$ cat config.mk
export PLATFORM = sky130hd
export DESIGN_NAME = tpc_probe_capture
export DESIGN_NICKNAME = d
export VERILOG_FILES = /design/src/verilog/tpc_probe_capture.v /design/src/verilog/tpc_capture_mem.v
export VERILOG_INCLUDE_DIRS = /design/src /design/src/verilog
export SDC_FILE = /design/constraint.sdc
export NUM_CORES = 1
export LEC_CHECK = 0
export ABC_AREA = 1
export BUFFER_PORTS_ARGS = -buffer_cell sky130_fd_sc_hd__buf_4
export CAP_MARGIN = 30
export CORE_MARGIN = 2
export CORE_UTILIZATION = 56
export CTS_BUF_LIST = sky130_fd_sc_hd__clkbuf_4 sky130_fd_sc_hd__clkbuf_8 sky130_fd_sc_hd__clkbuf_16
export CTS_CLUSTER_SIZE = 14
export DETAILED_ROUTE_END_ITERATION = 12
export PLACE_DENSITY = 0.89
export SYNTH_ARGS = -nofsm -noshare
export SYNTH_HDL_FRONTEND = slang
export SYNTH_SLANG_ARGS = --single-unit
$ cat constraint.sdc
create_clock -name clk -period 3.5 [get_ports clk]
set_input_delay 0.875 -clock clk [delete_from_list [all_inputs] [get_ports clk]]
set_output_delay 0.875 -clock clk [all_outputs]
set_load 0.01 [all_outputs]
$ cat src/verilog/tpc_defs.vh
// constants for the dual touch-probe position capture unit
// assumes object-dictionary indices arrive as 16-bit numbers, data as 32-bit words
`ifndef TPC_DEFS_VH
`define TPC_DEFS_VH

// object-dictionary indices
`define TPC_IDX_SETTINGS      16'h60b8
`define TPC_IDX_STATUS        16'h60b9
`define TPC_IDX_ONE_RISING    16'h60ba
`define TPC_IDX_ONE_FALLING   16'h60bb
`define TPC_IDX_TWO_RISING    16'h60bc
`define TPC_IDX_TWO_FALLING   16'h60bd
`define TPC_IDX_PIN_MONITOR   16'h60fd
`define TPC_IDX_INPUT_FUNC    16'h2007
`define TPC_IDX_INPUT_POL     16'h2008

// settings word fields
`define TPC_SET_ONE_EN        0
`define TPC_SET_ONE_RISE      4
`define TPC_SET_ONE_FALL      5
`define TPC_SET_TWO_EN        8
`define TPC_SET_TWO_RISE      12
`define TPC_SET_TWO_FALL      13
`define TPC_SET_MASK          16'h3131
`define TPC_SET_RESET         16'h0000

// status word fields
`define TPC_STA_ONE_EN        0
`define TPC_STA_ONE_RISE      1
`define TPC_STA_ONE_FALL      2
`define TPC_STA_TWO_EN        8
`define TPC_STA_TWO_RISE      9
`define TPC_STA_TWO_FALL      10

// input monitor word fields
`define TPC_MON_CW            0
`define TPC_MON_CCW           1
`define TPC_MON_HOME          2
`define TPC_MON_IN_LSB        16
`define TPC_MON_IN_MSB        21

// input function word: 3-bit source selects, one per function
`define TPC_FUNC_ONE_LSB      0
`define TPC_FUNC_TWO_LSB      4
`define TPC_FUNC_CW_LSB       8
`define TPC_FUNC_CCW_LSB      12
`define TPC_FUNC_HOME_LSB     16
`define TPC_FUNC_MASK         32'h0007_7777
`define TPC_FUNC_RESET        32'h0004_3210
`define TPC_POL_MASK          32'h0000_003f
`define TPC_POL_RESET         32'h0000_0000

// capture memory word addresses
`define TPC_MEM_ONE_RISING    2'h0
`define TPC_MEM_ONE_FALLING   2'h1
`define TPC_MEM_TWO_RISING    2'h2
`define TPC_MEM_TWO_FALLING   2'h3

`endif

$ cat src/verilog/tpc_probe_capture.v
// dual touch-probe position capture with input monitor word
// assumes synchronous inputs and a master that issues one access at a time
`timescale 1ns/10ps
`include "tpc_defs.vh"

module tpc_probe_capture (
	input  wire        clk,
	input  wire        rst_n,
	input  wire [31:0] motorPosition,
	input  wire [5:0]  isolatedInputs,
	input  wire        odWrite,
	input  wire        odRead,
	input  wire [15:0] odIndex,
	input  wire [31:0] odWriteData,
	output wire [31:0] odReadData,
	output reg         odAck,
	output reg         odError,
	output wire        clockwiseEndStop,
	output wire        counterclockwiseEndStop,
	output wire        referenceSwitch
);
	reg  [15:0] settings;
	reg  [31:0] inputFunction;
	reg  [31:0] inputPolarity;
	reg         oneRiseSeen;
	reg         oneFallSeen;
	reg         twoRiseSeen;
	reg         twoFallSeen;
	reg         oneLevelPrev;
	reg         twoLevelPrev;
	reg  [31:0] regReadData;
	reg         readFromMem;
	reg  [1:0]  memReadAddr;
	wire [31:0] memReadData;
	wire [5:0]  validInputs;
	wire        oneLevel;
	wire        twoLevel;
	wire        oneEn;
	wire        twoEn;
	wire        oneRiseEvt;
	wire        oneFallEvt;
	wire        twoRiseEvt;
	wire        twoFallEvt;
	wire        setWrite;
	wire        oneRearm;
	wire        twoRearm;
	wire [15:0] statusWord;
	wire [31:0] monitorWord;
	wire [31:0] maskedSettings;
	wire [15:0] captureOffset;

	// picks one of the six valid inputs by a 3-bit field; codes 6 and 7 read inactive
	function pick_input;
		input [5:0] levels;
		input [2:0] sel;
		begin
			if (sel < 3'h6) begin
				pick_input = levels[sel];
			end else begin
				pick_input = 1'b0;
			end
		end
	endfunction

	// true when the index names one of the four captured-position words
	function is_capture_index;
		input [15:0] index;
		begin
			is_capture_index = (index >= `TPC_IDX_ONE_RISING) &&
				(index <= `TPC_IDX_TWO_FALLING);
		end
	endfunction

	// only settings, function and polarity words take writes
	function is_writable_index;
		input [15:0] index;
		begin
			is_writable_index = (index == `TPC_IDX_SETTINGS) ||
				(index == `TPC_IDX_INPUT_FUNC) ||
				(index == `TPC_IDX_INPUT_POL);
		end
	endfunction

	// an edge counts only while the probe is armed and that edge is enabled
	function edge_event;
		input armed;
		input edgeOn;
		input level;
		input levelPrev;
		input rising;
		begin
			if (rising) begin
				edge_event = armed && edgeOn && level && !levelPrev;
			end else begin
				edge_event = armed && edgeOn && !level && levelPrev;
			end
		end
	endfunction

	// turning on, keeping on or turning off all count as re-arm
	function rearm_event;
		input isWrite;
		input newEn;
		input oldEn;
		begin
			rearm_event = isWrite && (newEn != oldEn || newEn);
		end
	endfunction

	// polarity bit 1 inverts the pin, so 1 always means valid
	assign validInputs = isolatedInputs ^ inputPolarity[5:0];

	// function assignment routes inputs to probes, limits and home
	assign oneLevel = pick_input(validInputs,
		inputFunction[`TPC_FUNC_ONE_LSB +: 3]);
	assign twoLevel = pick_input(validInputs,
		inputFunction[`TPC_FUNC_TWO_LSB +: 3]);
	assign clockwiseEndStop = pick_input(validInputs,
		inputFunction[`TPC_FUNC_CW_LSB +: 3]);
	assign counterclockwiseEndStop = pick_input(validInputs,
		inputFunction[`TPC_FUNC_CCW_LSB +: 3]);
	assign referenceSwitch = pick_input(validInputs,
		inputFunction[`TPC_FUNC_HOME_LSB +: 3]);

	assign oneEn = settings[`TPC_SET_ONE_EN];
	assign twoEn = settings[`TPC_SET_TWO_EN];

	// edges are taken only while the probe is armed and that edge is enabled
	assign oneRiseEvt = edge_event(oneEn, settings[`TPC_SET_ONE_RISE],
		oneLevel, oneLevelPrev, 1'b1);
	assign oneFallEvt = edge_event(oneEn, settings[`TPC_SET_ONE_FALL],
		oneLevel, oneLevelPrev, 1'b0);
	assign twoRiseEvt = edge_event(twoEn, settings[`TPC_SET_TWO_RISE],
		twoLevel, twoLevelPrev, 1'b1);
	assign twoFallEvt = edge_event(twoEn, settings[`TPC_SET_TWO_FALL],
		twoLevel, twoLevelPrev, 1'b0);

	// a combined read and write is refused, so it must not re-arm either
	assign setWrite = odWrite && !odRead && (odIndex == `TPC_IDX_SETTINGS);
	assign maskedSettings = odWriteData & {16'h0000, `TPC_SET_MASK};

	// a write that turns or keeps the enable on, or one that turns it off, clears the flags
	assign oneRearm = rearm_event(setWrite,
		maskedSettings[`TPC_SET_ONE_EN], oneEn);
	assign twoRearm = rearm_event(setWrite,
		maskedSettings[`TPC_SET_TWO_EN], twoEn);

	always @(posedge clk or negedge rst_n) begin
		if (!rst_n) begin
			oneLevelPrev <= 1'b0;
			twoLevelPrev <= 1'b0;
		end else begin
			oneLevelPrev <= oneLevel;
			twoLevelPrev <= twoLevel;
		end
	end

	// sticky flags: a capture in the clearing cycle wins over the clear
	always @(posedge clk or negedge rst_n) begin
		if (!rst_n) begin
			oneRiseSeen <= 1'b0;
			oneFallSeen <= 1'b0;
			twoRiseSeen <= 1'b0;
			twoFallSeen <= 1'b0;
		end else begin
			if (oneRiseEvt) begin
				oneRiseSeen <= 1'b1;
			end else if (oneRearm || !oneEn) begin
				oneRiseSeen <= 1'b0;
			end
			if (oneFallEvt) begin
				oneFallSeen <= 1'b1;
			end else if (oneRearm || !oneEn) begin
				oneFallSeen <= 1'b0;
			end
			if (twoRiseEvt) begin
				twoRiseSeen <= 1'b1;
			end else if (twoRearm || !twoEn) begin
				twoRiseSeen <= 1'b0;
			end
			if (twoFallEvt) begin
				twoFallSeen <= 1'b1;
			end else if (twoRearm || !twoEn) begin
				twoFallSeen <= 1'b0;
			end
		end
	end

	// one input cannot rise and fall in one cycle, so each port writes one word
	tpc_capture_mem u_capture_mem (
		.clk          (clk),
		.rst_n        (rst_n),
		.writeOneEn   (oneRiseEvt || oneFallEvt),
		.writeOneAddr (oneRiseEvt ? `TPC_MEM_ONE_RISING : `TPC_MEM_ONE_FALLING),
		.writeOneData (motorPosition),
		.writeTwoEn   (twoRiseEvt || twoFallEvt),
		.writeTwoAddr (twoRiseEvt ? `TPC_MEM_TWO_RISING : `TPC_MEM_TWO_FALLING),
		.writeTwoData (motorPosition),
		.readAddr     (memReadAddr),
		.readData     (memReadData)
	);

	// capture indices are consecutive, so the low bits give the word address
	assign captureOffset = odIndex - `TPC_IDX_ONE_RISING;

	always @* begin
		memReadAddr = captureOffset[1:0];
	end

	assign statusWord = {5'h00, twoFallSeen, twoRiseSeen, twoEn,
		5'h00, oneFallSeen, oneRiseSeen, oneEn};
	assign monitorWord = {10'h000, validInputs, 13'h0000,
		referenceSwitch, counterclockwiseEndStop, clockwiseEndStop};

	// writable words; read-only indices refuse writes with odError
	always @(posedge clk or negedge rst_n) begin
		if (!rst_n) begin
			settings      <= `TPC_SET_RESET;
			inputFunction <= `TPC_FUNC_RESET;
			inputPolarity <= `TPC_POL_RESET;
		end else if (odWrite && !odRead) begin
			if (odIndex == `TPC_IDX_SETTINGS) begin
				settings <= maskedSettings[15:0];
			end else if (odIndex == `TPC_IDX_INPUT_FUNC) begin
				inputFunction <= odWriteData & `TPC_FUNC_MASK;
			end else if (odIndex == `TPC_IDX_INPUT_POL) begin
				inputPolarity <= odWriteData & `TPC_POL_MASK;
			end
		end
	end

	// answer one cycle after the request; both read sources are flip-flops
	always @(posedge clk or negedge rst_n) begin
		if (!rst_n) begin
			odAck       <= 1'b0;
			odError     <= 1'b0;
			regReadData <= 32'h0000_0000;
			readFromMem <= 1'b0;
		end else begin
			odAck       <= odWrite || odRead;
			odError     <= 1'b0;
			readFromMem <= 1'b0;
			// the store's output follows the index, so keep the answered word here
			if (readFromMem) begin
				regReadData <= memReadData;
			end
			if (odWrite && odRead) begin
				odError <= 1'b1;
			end else if (odWrite) begin
				if (!is_writable_index(odIndex)) begin
					odError <= 1'b1;
				end
			end else if (odRead) begin
				if (odIndex == `TPC_IDX_SETTINGS) begin
					regReadData <= {16'h0000, settings};
				end else if (odIndex == `TPC_IDX_STATUS) begin
					regReadData <= {16'h0000, statusWord};
				end else if (is_capture_index(odIndex)) begin
					readFromMem <= 1'b1;
				end else if (odIndex == `TPC_IDX_PIN_MONITOR) begin
					regReadData <= monitorWord;
				end else if (odIndex == `TPC_IDX_INPUT_FUNC) begin
					regReadData <= inputFunction;
				end else if (odIndex == `TPC_IDX_INPUT_POL) begin
					regReadData <= inputPolarity;
				end else begin
					regReadData <= 32'h0000_0000;
					odError     <= 1'b1;
				end
			end
		end
	end

	assign odReadData = readFromMem ? memReadData : regReadData;
endmodule // tpc_probe_capture

$ cat src/verilog/tpc_capture_mem.v
// four-word store for captured positions, two write ports, one registered read
// assumes the two write ports never address the same word in one cycle
`timescale 1ns/10ps

module tpc_capture_mem (
	input  wire        clk,
	input  wire        rst_n,
	input  wire        writeOneEn,
	input  wire [1:0]  writeOneAddr,
	input  wire [31:0] writeOneData,
	input  wire        writeTwoEn,
	input  wire [1:0]  writeTwoAddr,
	input  wire [31:0] writeTwoData,
	input  wire [1:0]  readAddr,
	output reg  [31:0] readData
);
	reg [31:0] word [0:3];
	integer    i;

	always @(posedge clk or negedge rst_n) begin
		if (!rst_n) begin
			for (i = 0; i < 4; i = i + 1) begin
				word[i] <= 32'h0000_0000;
			end
			readData <= 32'h0000_0000;
		end else begin
			if (writeOneEn) begin
				word[writeOneAddr] <= writeOneData;
			end
			if (writeTwoEn) begin
				word[writeTwoAddr] <= writeTwoData;
			end
			// old contents on a same-cycle write; a fresh capture shows one read later
			readData <= word[readAddr];
		end
	end
endmodule // tpc_capture_mem

==> qor.csv, run 1 <==
metric,value,unit
Multi-input gate area,4070,sq um
sequential area share after synthesis,53.94,%
CP max FO,24,
share of the synthesized area in the top cell type,52.70,%
DR WL/cell,17.80,um
die area,20030,sq um
Starting Density,56.80,%
max-cap check violation count,0,
WS Path Type,reg2out,
worst min path class,in2async,
"EDFF count, synth",0,
CP Cell Sequence,"inv_1, buf_4, nand2_1, nand2_1, buf_4",
Max Clk Rate,0.3283,GHz
first-pass GRT wire length,48040,um
share of cells above drive strength 1,15.07,%
endpoints failing setup,0,
Core Rows,50,
largest cells by area after synthesis,"dfrtp_1, nand2_1, nand3_1",
Clock Pin Slew Worst Setup and Hold Paths,0.06,ns
final WL,29670,um
PwrDens,447.7,nW/um^2
synth unique cells,32,
final hold violation count,0,
Seq. cell area,5712,sq um
"Avg Cell Area, Syn",8.010,sq um
IO Count,127,
mapped cell area,10590,sq um
Via density,5.847,
post-synth top area cell,dfrtp_1,
clk buf depth,3,
cts repair resizes,0,
via count,9747,
total grt overflow,0,
TritonCTS clock tree,built,
post-route core utilization,66.65,%
Inserted Diodes,0,
H-tree depth,1,
ys flop type,dfrtp_1,
worst hold slack,0.3910,ns
max incr delay on CP,0.59,ns
Mapped Cells,1322,
Die W,141.5,um
CTS Root Cell,clkbuf_16,
Final nets,1507,
fin crit share,87.02,%
Synth warnings,0,
# hold bufs at CTS,0,
Worst Setup End Kind,output port,
slowest CP cell,inv_1,
Buffers on Ports,110,
Slew headroom,44.82,%
CTS buffer count,24,
Post-Syn Nets,1412,
Max Clock Skew,0.01259,ns
Async SR Flop Fraction,100.0,%
vias in the first global route,9326,
hpwl dp,18810,um
Crit path arrival time,2.17,ns
Layout Area Growth over Synthesis,17.35,%
status,completed,
largest net degree at the start of global routing,112,
final-report max-slew violation count,0,
CP startpoint kind,flop,
die height,141.5,um
Final min period,3.046,ns
Total GRT Usage,30.50,%
Slew @ Worst Pin,0.8278,ns
unrepaired setup endpoints after global routing,false,
clk sink count,228,
DRT iter0 DRCs,1253,
Finished Cell Area,12430,sq um
Setup Total Neg Slack,0,ns
initial antenna violation count,1,
Setup Buffers After CTS,0,
Filler cells,1396,
routability congestion estimate,0.9281,
Placed Area,11620,sq um
area of the core,18640,sq um
drt first pass iters,6,
DRC Markers,0,
Critical Path RT,2.62,ns
Post-DRT Antenna Nets,0,
Worst VDD drop,374.4,uV
Skew-Pair Late Insertion Delay,0.53,ns
leakage power total,6.664,nW
number of synthesized register bits,228,
[flip-flops by register name, indices dropped and copies added, names as in the netlist]
name                    flops
inputFunction              15
twoFallSeen                 1
settings                    6
u_capture_mem.readData     32
readFromMem                 1
odAck                       1
twoRiseSeen                 1
oneFallSeen                 1
regReadData                32
inputPolarity               6
oneLevelPrev                1
twoLevelPrev                1
odError                     1
oneRiseSeen                 1
u_capture_mem.word        128
[power breakdown]
| part | total [mW] | switching (mW) | internal, mW |
|---|---|---|---|
| Clock | 2.57 | 1.05 | 1.52 |
| Combinational | 0.345 | 0.233 | 0.112 |
| Sequential | 2.65 | 0.00338 | 2.65 |
[worst max-delay path, delay by kind of cell (launching register included)]
kind                   cells  cell delay (ns)
AND/OR/NAND/NOR            2             0.21
buffers and inverters      3             1.04
flip-flops                 1             0.37
[through the flow]
stage | power (mW) | instances | setup WS [ns]
2_1_floorplan | 2.825 | 1322 | 1.185
6_report | 5.563 | 1667 | 0.4542
5_1_grt | 5.731 | 1667 | 0.3843
4_1_cts | 5.570 | 1667 | 0.5079
3_5_place_dp | 3.035 | 1625 | 0.7358
3_3_place_gp | 3.026 | 1625 | 0.7737
[area by class of cell]
| class | instances | share of cell area [%] |
|---|---|---|
| Clock buffer | 31 | 5.458 |
| Inverter | 138 | 4.169 |
| Clock inverter | 11 | 1.017 |
| Tap cell | 234 | 2.356 |
| Multi-Input combinational cell | 894 | 32.76 |
| Sequential cell | 228 | 45.97 |
| Timing Repair Buffer | 131 | 8.277 |
[final timing paths]
path,cells after the start,from,slack (ns),to
max,5,readFromMem,0.45,odReadData[0]
min,1,rst_n,0.39,u_capture_mem.word[103]
max reg2reg,10,inputPolarity[2],1.15,u_capture_mem.word[73]
min reg2reg,2,u_capture_mem.word[31],0.47,u_capture_mem.word[31]
max in group asynchronous,2,rst_n,2.29,u_capture_mem.word[14]
min in group clk,2,u_capture_mem.word[31],0.47,u_capture_mem.word[31]
[placed cells by master, fill, tap and decap left out, drive strengths merged]
cell type / instances
inv: 139
a22oi: 31
a21oi: 9
and2: 3
o22ai: 4
nand3: 178
o211ai: 3
nand2: 434
nor3: 2
nand4: 13
buf: 131
clkinv: 8
clkbuf: 31
nor2: 64
bufinv: 2
dfrtp: 223
mux2: 1
or2: 18
dfstp: 5
xnor2: 1
o21ai: 133
[metal layers]
| metal | track usage, % | part of all wire (%) |
|---|---|---|
| met3 | 6.075 | 11 |
| met1 | 41.30 | 39 |
| met5 | 0 | 0 |
| met2 | 49.00 | 47 |
| met4 | 12.05 | 3.5 |
[synth_stat cells (2+ instances only)]
cell / instances
inv_2: 4
o22ai_1: 4
nand2_1: 431
o211ai_1: 3
nor2_2: 2
and2_1: 3
nand4_1: 13
a21oi_1: 9
nor2_4: 3
dfstp_2: 5
o21ai_1: 30
nand2_2: 3
clkbuf_2: 2
buf_4: 5
inv_1: 133
o21ai_0: 103
nand3_1: 177
buf_6: 4
dfrtp_1: 223
clkbuf_1: 36
a22oi_1: 31
buf_2: 14
or2_2: 17
nor2_1: 59
[logic make-up (layout without fill, tap and decap cells)]
logic type	after synthesis	count (layout)	share of synthesized area, %
simple gates	712	712	28.70
mux	1	1	0.1063
xor+xnor	1	1	0.1537
flops	228	228	53.94
compound gates	180	180	9.358
buf+inv	200	311	7.740
Note: power is estimated with default switching activity, not from simulation.
==> run 2: changes to the inputs <==
- CTS_CLUSTER_DIAMETER: not set -> 150
- REMOVE_ABC_BUFFERS: not set -> 1
==> qor.csv, run 2 (same netlist as run 1, synthesis figures left out) <==
metric,value,unit,change
Worst Setup End Kind,output port,,
endpoints failing setup,0,,unchanged
"most common cell after layout, fill and taps aside",nand2_1,,
final WL,29100,um,-1.9%
Core Rows,50,,unchanged
max-cap check violation count,0,,unchanged
Crit path arrival time,2.21,ns,+0.04 ns
CP startpoint kind,flop,,
fin crit share,88.03,%,+1.0 points
# hold bufs at CTS,0,,unchanged
CTS Root Cell,clkbuf_16,,
initial antenna violation count,0,,-1
CP max FO,23,,-4.2%
"crit path setup slack, layout",0.4191,ns,-0.03510 ns
TritonCTS clock tree,built,,
Inserted Diodes,0,,unchanged
max reg flops,128,,unchanged
final hold violation count,0,,unchanged
die area,20030,sq um,unchanged
Max Clk Rate,0.3246,GHz,-1.1%
CP Launch Point,readFromMem,,
WS Path Type,reg2out,,
Skew-Pair Late Insertion Delay,0.49,ns,-0.04 ns
Worst VDD drop,317.6,uV,-15%
Buffers on Ports,110,,unchanged
cts repair resizes,0,,unchanged
PwrDens,422.1,nW/um^2,-5.7%
Worst R2R End,u_capture_mem.word[72],,
worst min path class,in2async,,
total grt overflow,0,,unchanged
hpwl dp,18250,um,-3.0%
largest registers,"u_capture_mem.word (128), regReadData (32), u_capture_mem.readData (32)",,
Critical Path RT,2.62,ns,about the same
via count,9532,,-2.2%
DR WL/cell,17.53,um,-1.5%
Layout Area Growth over Synthesis,15.76,%,
leakage power total,6.581,nW,-1.2%
Die W,141.5,um,unchanged
Setup Total Neg Slack,0,ns,unchanged
CTS buffer count,20,,-17%
Via density,5.742,,-1.8%
worst reg2reg startpoint,inputPolarity[5],,
register name with the most flops,u_capture_mem.word,,
Final nets,1502,,-0.33%
unrepaired setup endpoints after global routing,false,,
DRT iter0 DRCs,961,,-23%
H-tree depth,1,,unchanged
dpl cells,1624,,-0.062%
Final min period,3.081,ns,+0.03510 ns
vias in the first global route,9400,,+0.79%
DRC Markers,0,,unchanged
largest net degree at the start of global routing,87,,-22%
area of the core,18640,sq um,unchanged
Setup Buffers After CTS,0,,unchanged
final-report max-slew violation count,0,,unchanged
Finished Layout Cells,1660,,-0.42%
Post-DRT Antenna Nets,0,,unchanged
routability congestion estimate,0.9369,,+0.95%
Total GRT Usage,29.58,%,-0.92 points
first-pass GRT wire length,46950,um,-2.3%
R2R Setup Slk,1.16,ns,about the same
Starting Density,56.80,%,unchanged
Max Clock Skew,0.01515,ns,+0.002564 ns
worst hold slack,0.3866,ns,-0.004390 ns
Clock Pin Slew Worst Setup and Hold Paths,0.07,ns,about the same
die height,141.5,um,unchanged
clk sink count,228,,unchanged
status,completed,,
drt first pass iters,5,,-1
IO Count,127,,unchanged
highest-count cells in the layout ignoring fill and taps,"nand2_1, dfrtp_1, nand3_1",,
Slew headroom,33.43,%,-11 points
Slew @ Worst Pin,0.9962,ns,+0.1685 ns
DP Worst Slack,0.3124,ns,-0.4233 ns
share of cells above drive strength 1,14.73,%,-0.35 points
Worst R2R Path Depth,7,,-3
Final Power,5.174,mW,-7.0%
clk buf depth,3,,unchanged
[run 2: cell count changes in the layout (fill, tap and decap cells not counted), sizes merged]
cell / delta
inv: -1
clkinv: -7
bufinv: -2
clkbuf: +4
buf: -1
[run 2: cell type report]
class,count,area [sq um]
multi-input cells,894,4073
flip-flops and latches,228,5712
repair buffers,130,1021
clock buffers,35,630.6
fillers,1432,6385
clock inverters,1,11.26
inverters,138,518.0
well taps,234,292.8
[run 2: power by group]
group,switching [mW],internal [mW]
clock network,0.949,1.23
logic,0.232,0.112
registers,0.00326,2.64
[run 2: worst max-delay path, cell delays in order, from the launching register on]
cell and delay [ns]:
dfrtp_1 0.38, inv_1 0.63, buf_4 0.31, nand2_1 0.07, nand2_1 0.16, buf_4 0.15
[run 2: worst max-delay path by stage]
stage / to / slack [ns] / depth (start not counted)
after floorplan: inputFunction[0] / 0.32 / 7
after global placement: regReadData[8] / 0.34 / 10
after detailed placement: regReadData[8] / 0.31 / 10
after CTS: odReadData[6] / 0.46 / 5
after global routing: odReadData[21] / 0.31 / 5
final: odReadData[14] / 0.42 / 5
[run 2: routing by layer]
metal  share of wire, %  GRT usage (%)  vias to the layer above  wire [um]
met3                9.6          3.915                       82       2785
met1                 39          39.90                     4514      11240
met4                3.5          12.68                        0       1015
met5                  0              0                        -          0
li1                   -              -                     4415          -
met2                 48          48.70                      521      14060
[run 2: metrics by stage]
step | utilization, % | instance area [sq um]
after floorplan | - | 10290
after global placement | 62.31 | 11620
after detailed placement | 62.31 | 11620
after CTS | 65.75 | 12260
after global routing | 65.75 | 12260
final | 65.75 | 12260
==> run 3: changes to the inputs <==
- clock period: 3.5 -> 3.4 ns (I/O delays scaled with it)
==> qor.csv, run 3 (same netlist as run 1, synthesis figures left out) <==
metric,value,unit,change
Setup Buffers After CTS,0,,unchanged
largest registers,"u_capture_mem.word (128), regReadData (32), u_capture_mem.readData (32)",,
first-pass GRT wire length,46750,um,-0.41%
Skew-Pair Late Insertion Delay,0.51,ns,+0.02 ns
die area,20030,sq um,unchanged
Inserted Diodes,0,,unchanged
worst min path class,in2async,,
cts repair resizes,0,,unchanged
Final nets,1507,,+0.33%
clk buf depth,3,,unchanged
hpwl dp,18360,um,+0.64%
H-tree depth,1,,unchanged
CP startpoint kind,flop,,
TritonCTS clock tree,built,,
max reg flops,128,,unchanged
CTS Root Cell,clkbuf_16,,
Crit path arrival time,2.22,ns,about the same
status,completed,,
CP Launch Point,readFromMem,,
Final min period,3.070,ns,
leakage power total,6.556,nW,-0.38%
share of cells above drive strength 1,14.49,%,-0.24 points
register name with the most flops,u_capture_mem.word,,
Layout Area Growth over Synthesis,15.40,%,
IO Count,127,,unchanged
highest-count cells in the layout ignoring fill and taps,"nand2_1, dfrtp_1, nand3_1",,
"most common cell after layout, fill and taps aside",nand2_1,,
largest net degree at the start of global routing,81,,-6.9%
Filler cells,1485,,+3.7%
Worst VDD drop,326.2,uV,+2.7%
WS Path Type,reg2out,,
final hold violation count,0,,unchanged
Starting Density,56.80,%,unchanged
R2R Setup Slk,1.23,ns,+0.07 ns
CP max FO,21,,-8.7%
fin crit share,90.30,%,
Buffers on Ports,110,,unchanged
die height,141.5,um,unchanged
drt first pass iters,5,,unchanged
DR WL/cell,17.65,um,+0.70%
Slew @ Worst Pin,0.8174,ns,-0.1788 ns
final-report max-slew violation count,0,,unchanged
Worst R2R End,u_capture_mem.word[114],,
worst reg2reg startpoint,inputPolarity[2],,
Setup Total Neg Slack,0,ns,unchanged
via count,9562,,+0.31%
DRC Markers,0,,unchanged
Slew headroom,45.45,%,+12 points
initial antenna violation count,0,,unchanged
Total GRT Usage,29.39,%,-0.19 points
Die W,141.5,um,unchanged
Max Clock Skew,0.02296,ns,+0.007810 ns
Max Clk Rate,0.3257,GHz,
Post-DRT Antenna Nets,0,,unchanged
unrepaired setup endpoints after global routing,false,,
vias in the first global route,9368,,-0.34%
Clock Pin Slew Worst Setup and Hold Paths,0.07,ns,about the same
clk sink count,228,,unchanged
Via density,5.774,,+0.56%
DRT iter0 DRCs,1214,,+26%
Final Power,5.159,mW,-0.29%
area of the core,18640,sq um,unchanged
total grt overflow,0,,unchanged
final WL,29230,um,+0.45%
worst hold slack,0.3242,ns,-0.06239 ns
routability congestion estimate,0.9740,,+4.0%
Critical Path RT,2.55,ns,-0.07 ns
PwrDens,422.2,nW/um^2,about the same
# hold bufs at CTS,0,,unchanged
endpoints failing setup,0,,unchanged
max-cap check violation count,0,,unchanged
CTS buffer count,20,,unchanged
Worst Setup End Kind,output port,,
Core Rows,50,,unchanged
Worst R2R Path Depth,12,,+5
-- run 3: how the worst max path moves through the flow --
stage | to | slack (ns)
after global routing | odReadData[21] | 0.18
final | odReadData[21] | 0.33
after floorplan | inputFunction[0] | 0.25
after detailed placement | clockwiseEndStop | 0.72
after CTS | odReadData[6] | 0.38
after global placement | clockwiseEndStop | 0.72
-- run 3: critical path, cell delays in order (launching register included) --
cell and delay (ns):
dfrtp_1 0.38, inv_1 0.60, buf_4 0.33, nand2_1 0.10, nand2_1 0.16, buf_4 0.15
-- run 3: final cells by class --
cell class,count,area [sq um],area share [%]
clock buffer,25,538.0,4.403
clock inverter,2,27.53,0.2253
inverter,138,518.0,4.239
multi-input combinational,894,4073,33.33
sequential,228,5712,46.74
tap,234,292.8,2.396
timing repair buffer,135,1059,8.663
-- run 3: routing by layer --
layer | global-route usage, % | part of all wire [%]
met1 | 40.54 | 39
met2 | 47.55 | 48
met3 | 4.556 | 9.7
met4 | 11.16 | 3.0
met5 | 0 | 0
-- run 3: where the power goes --
group	switching, mW	internal (mW)	leakage [nW]
sequential	0.00402	2.72	3.15
clock	0.959	1.12	0.282
combinational	0.240	0.115	3.13
-- run 3: through the flow --
stage	worst slack, ns	area (sq um)	instances	util, %
6_report	0.3296	12220	1656	65.54
5_1_grt	0.1766	12220	1656	65.54
4_1_cts	0.3765	12220	1656	65.54
3_5_place_dp	0.7204	11650	1629	62.51
3_3_place_gp	0.7167	11650	1629	62.51
2_1_floorplan	0.2466	10290	1260	-
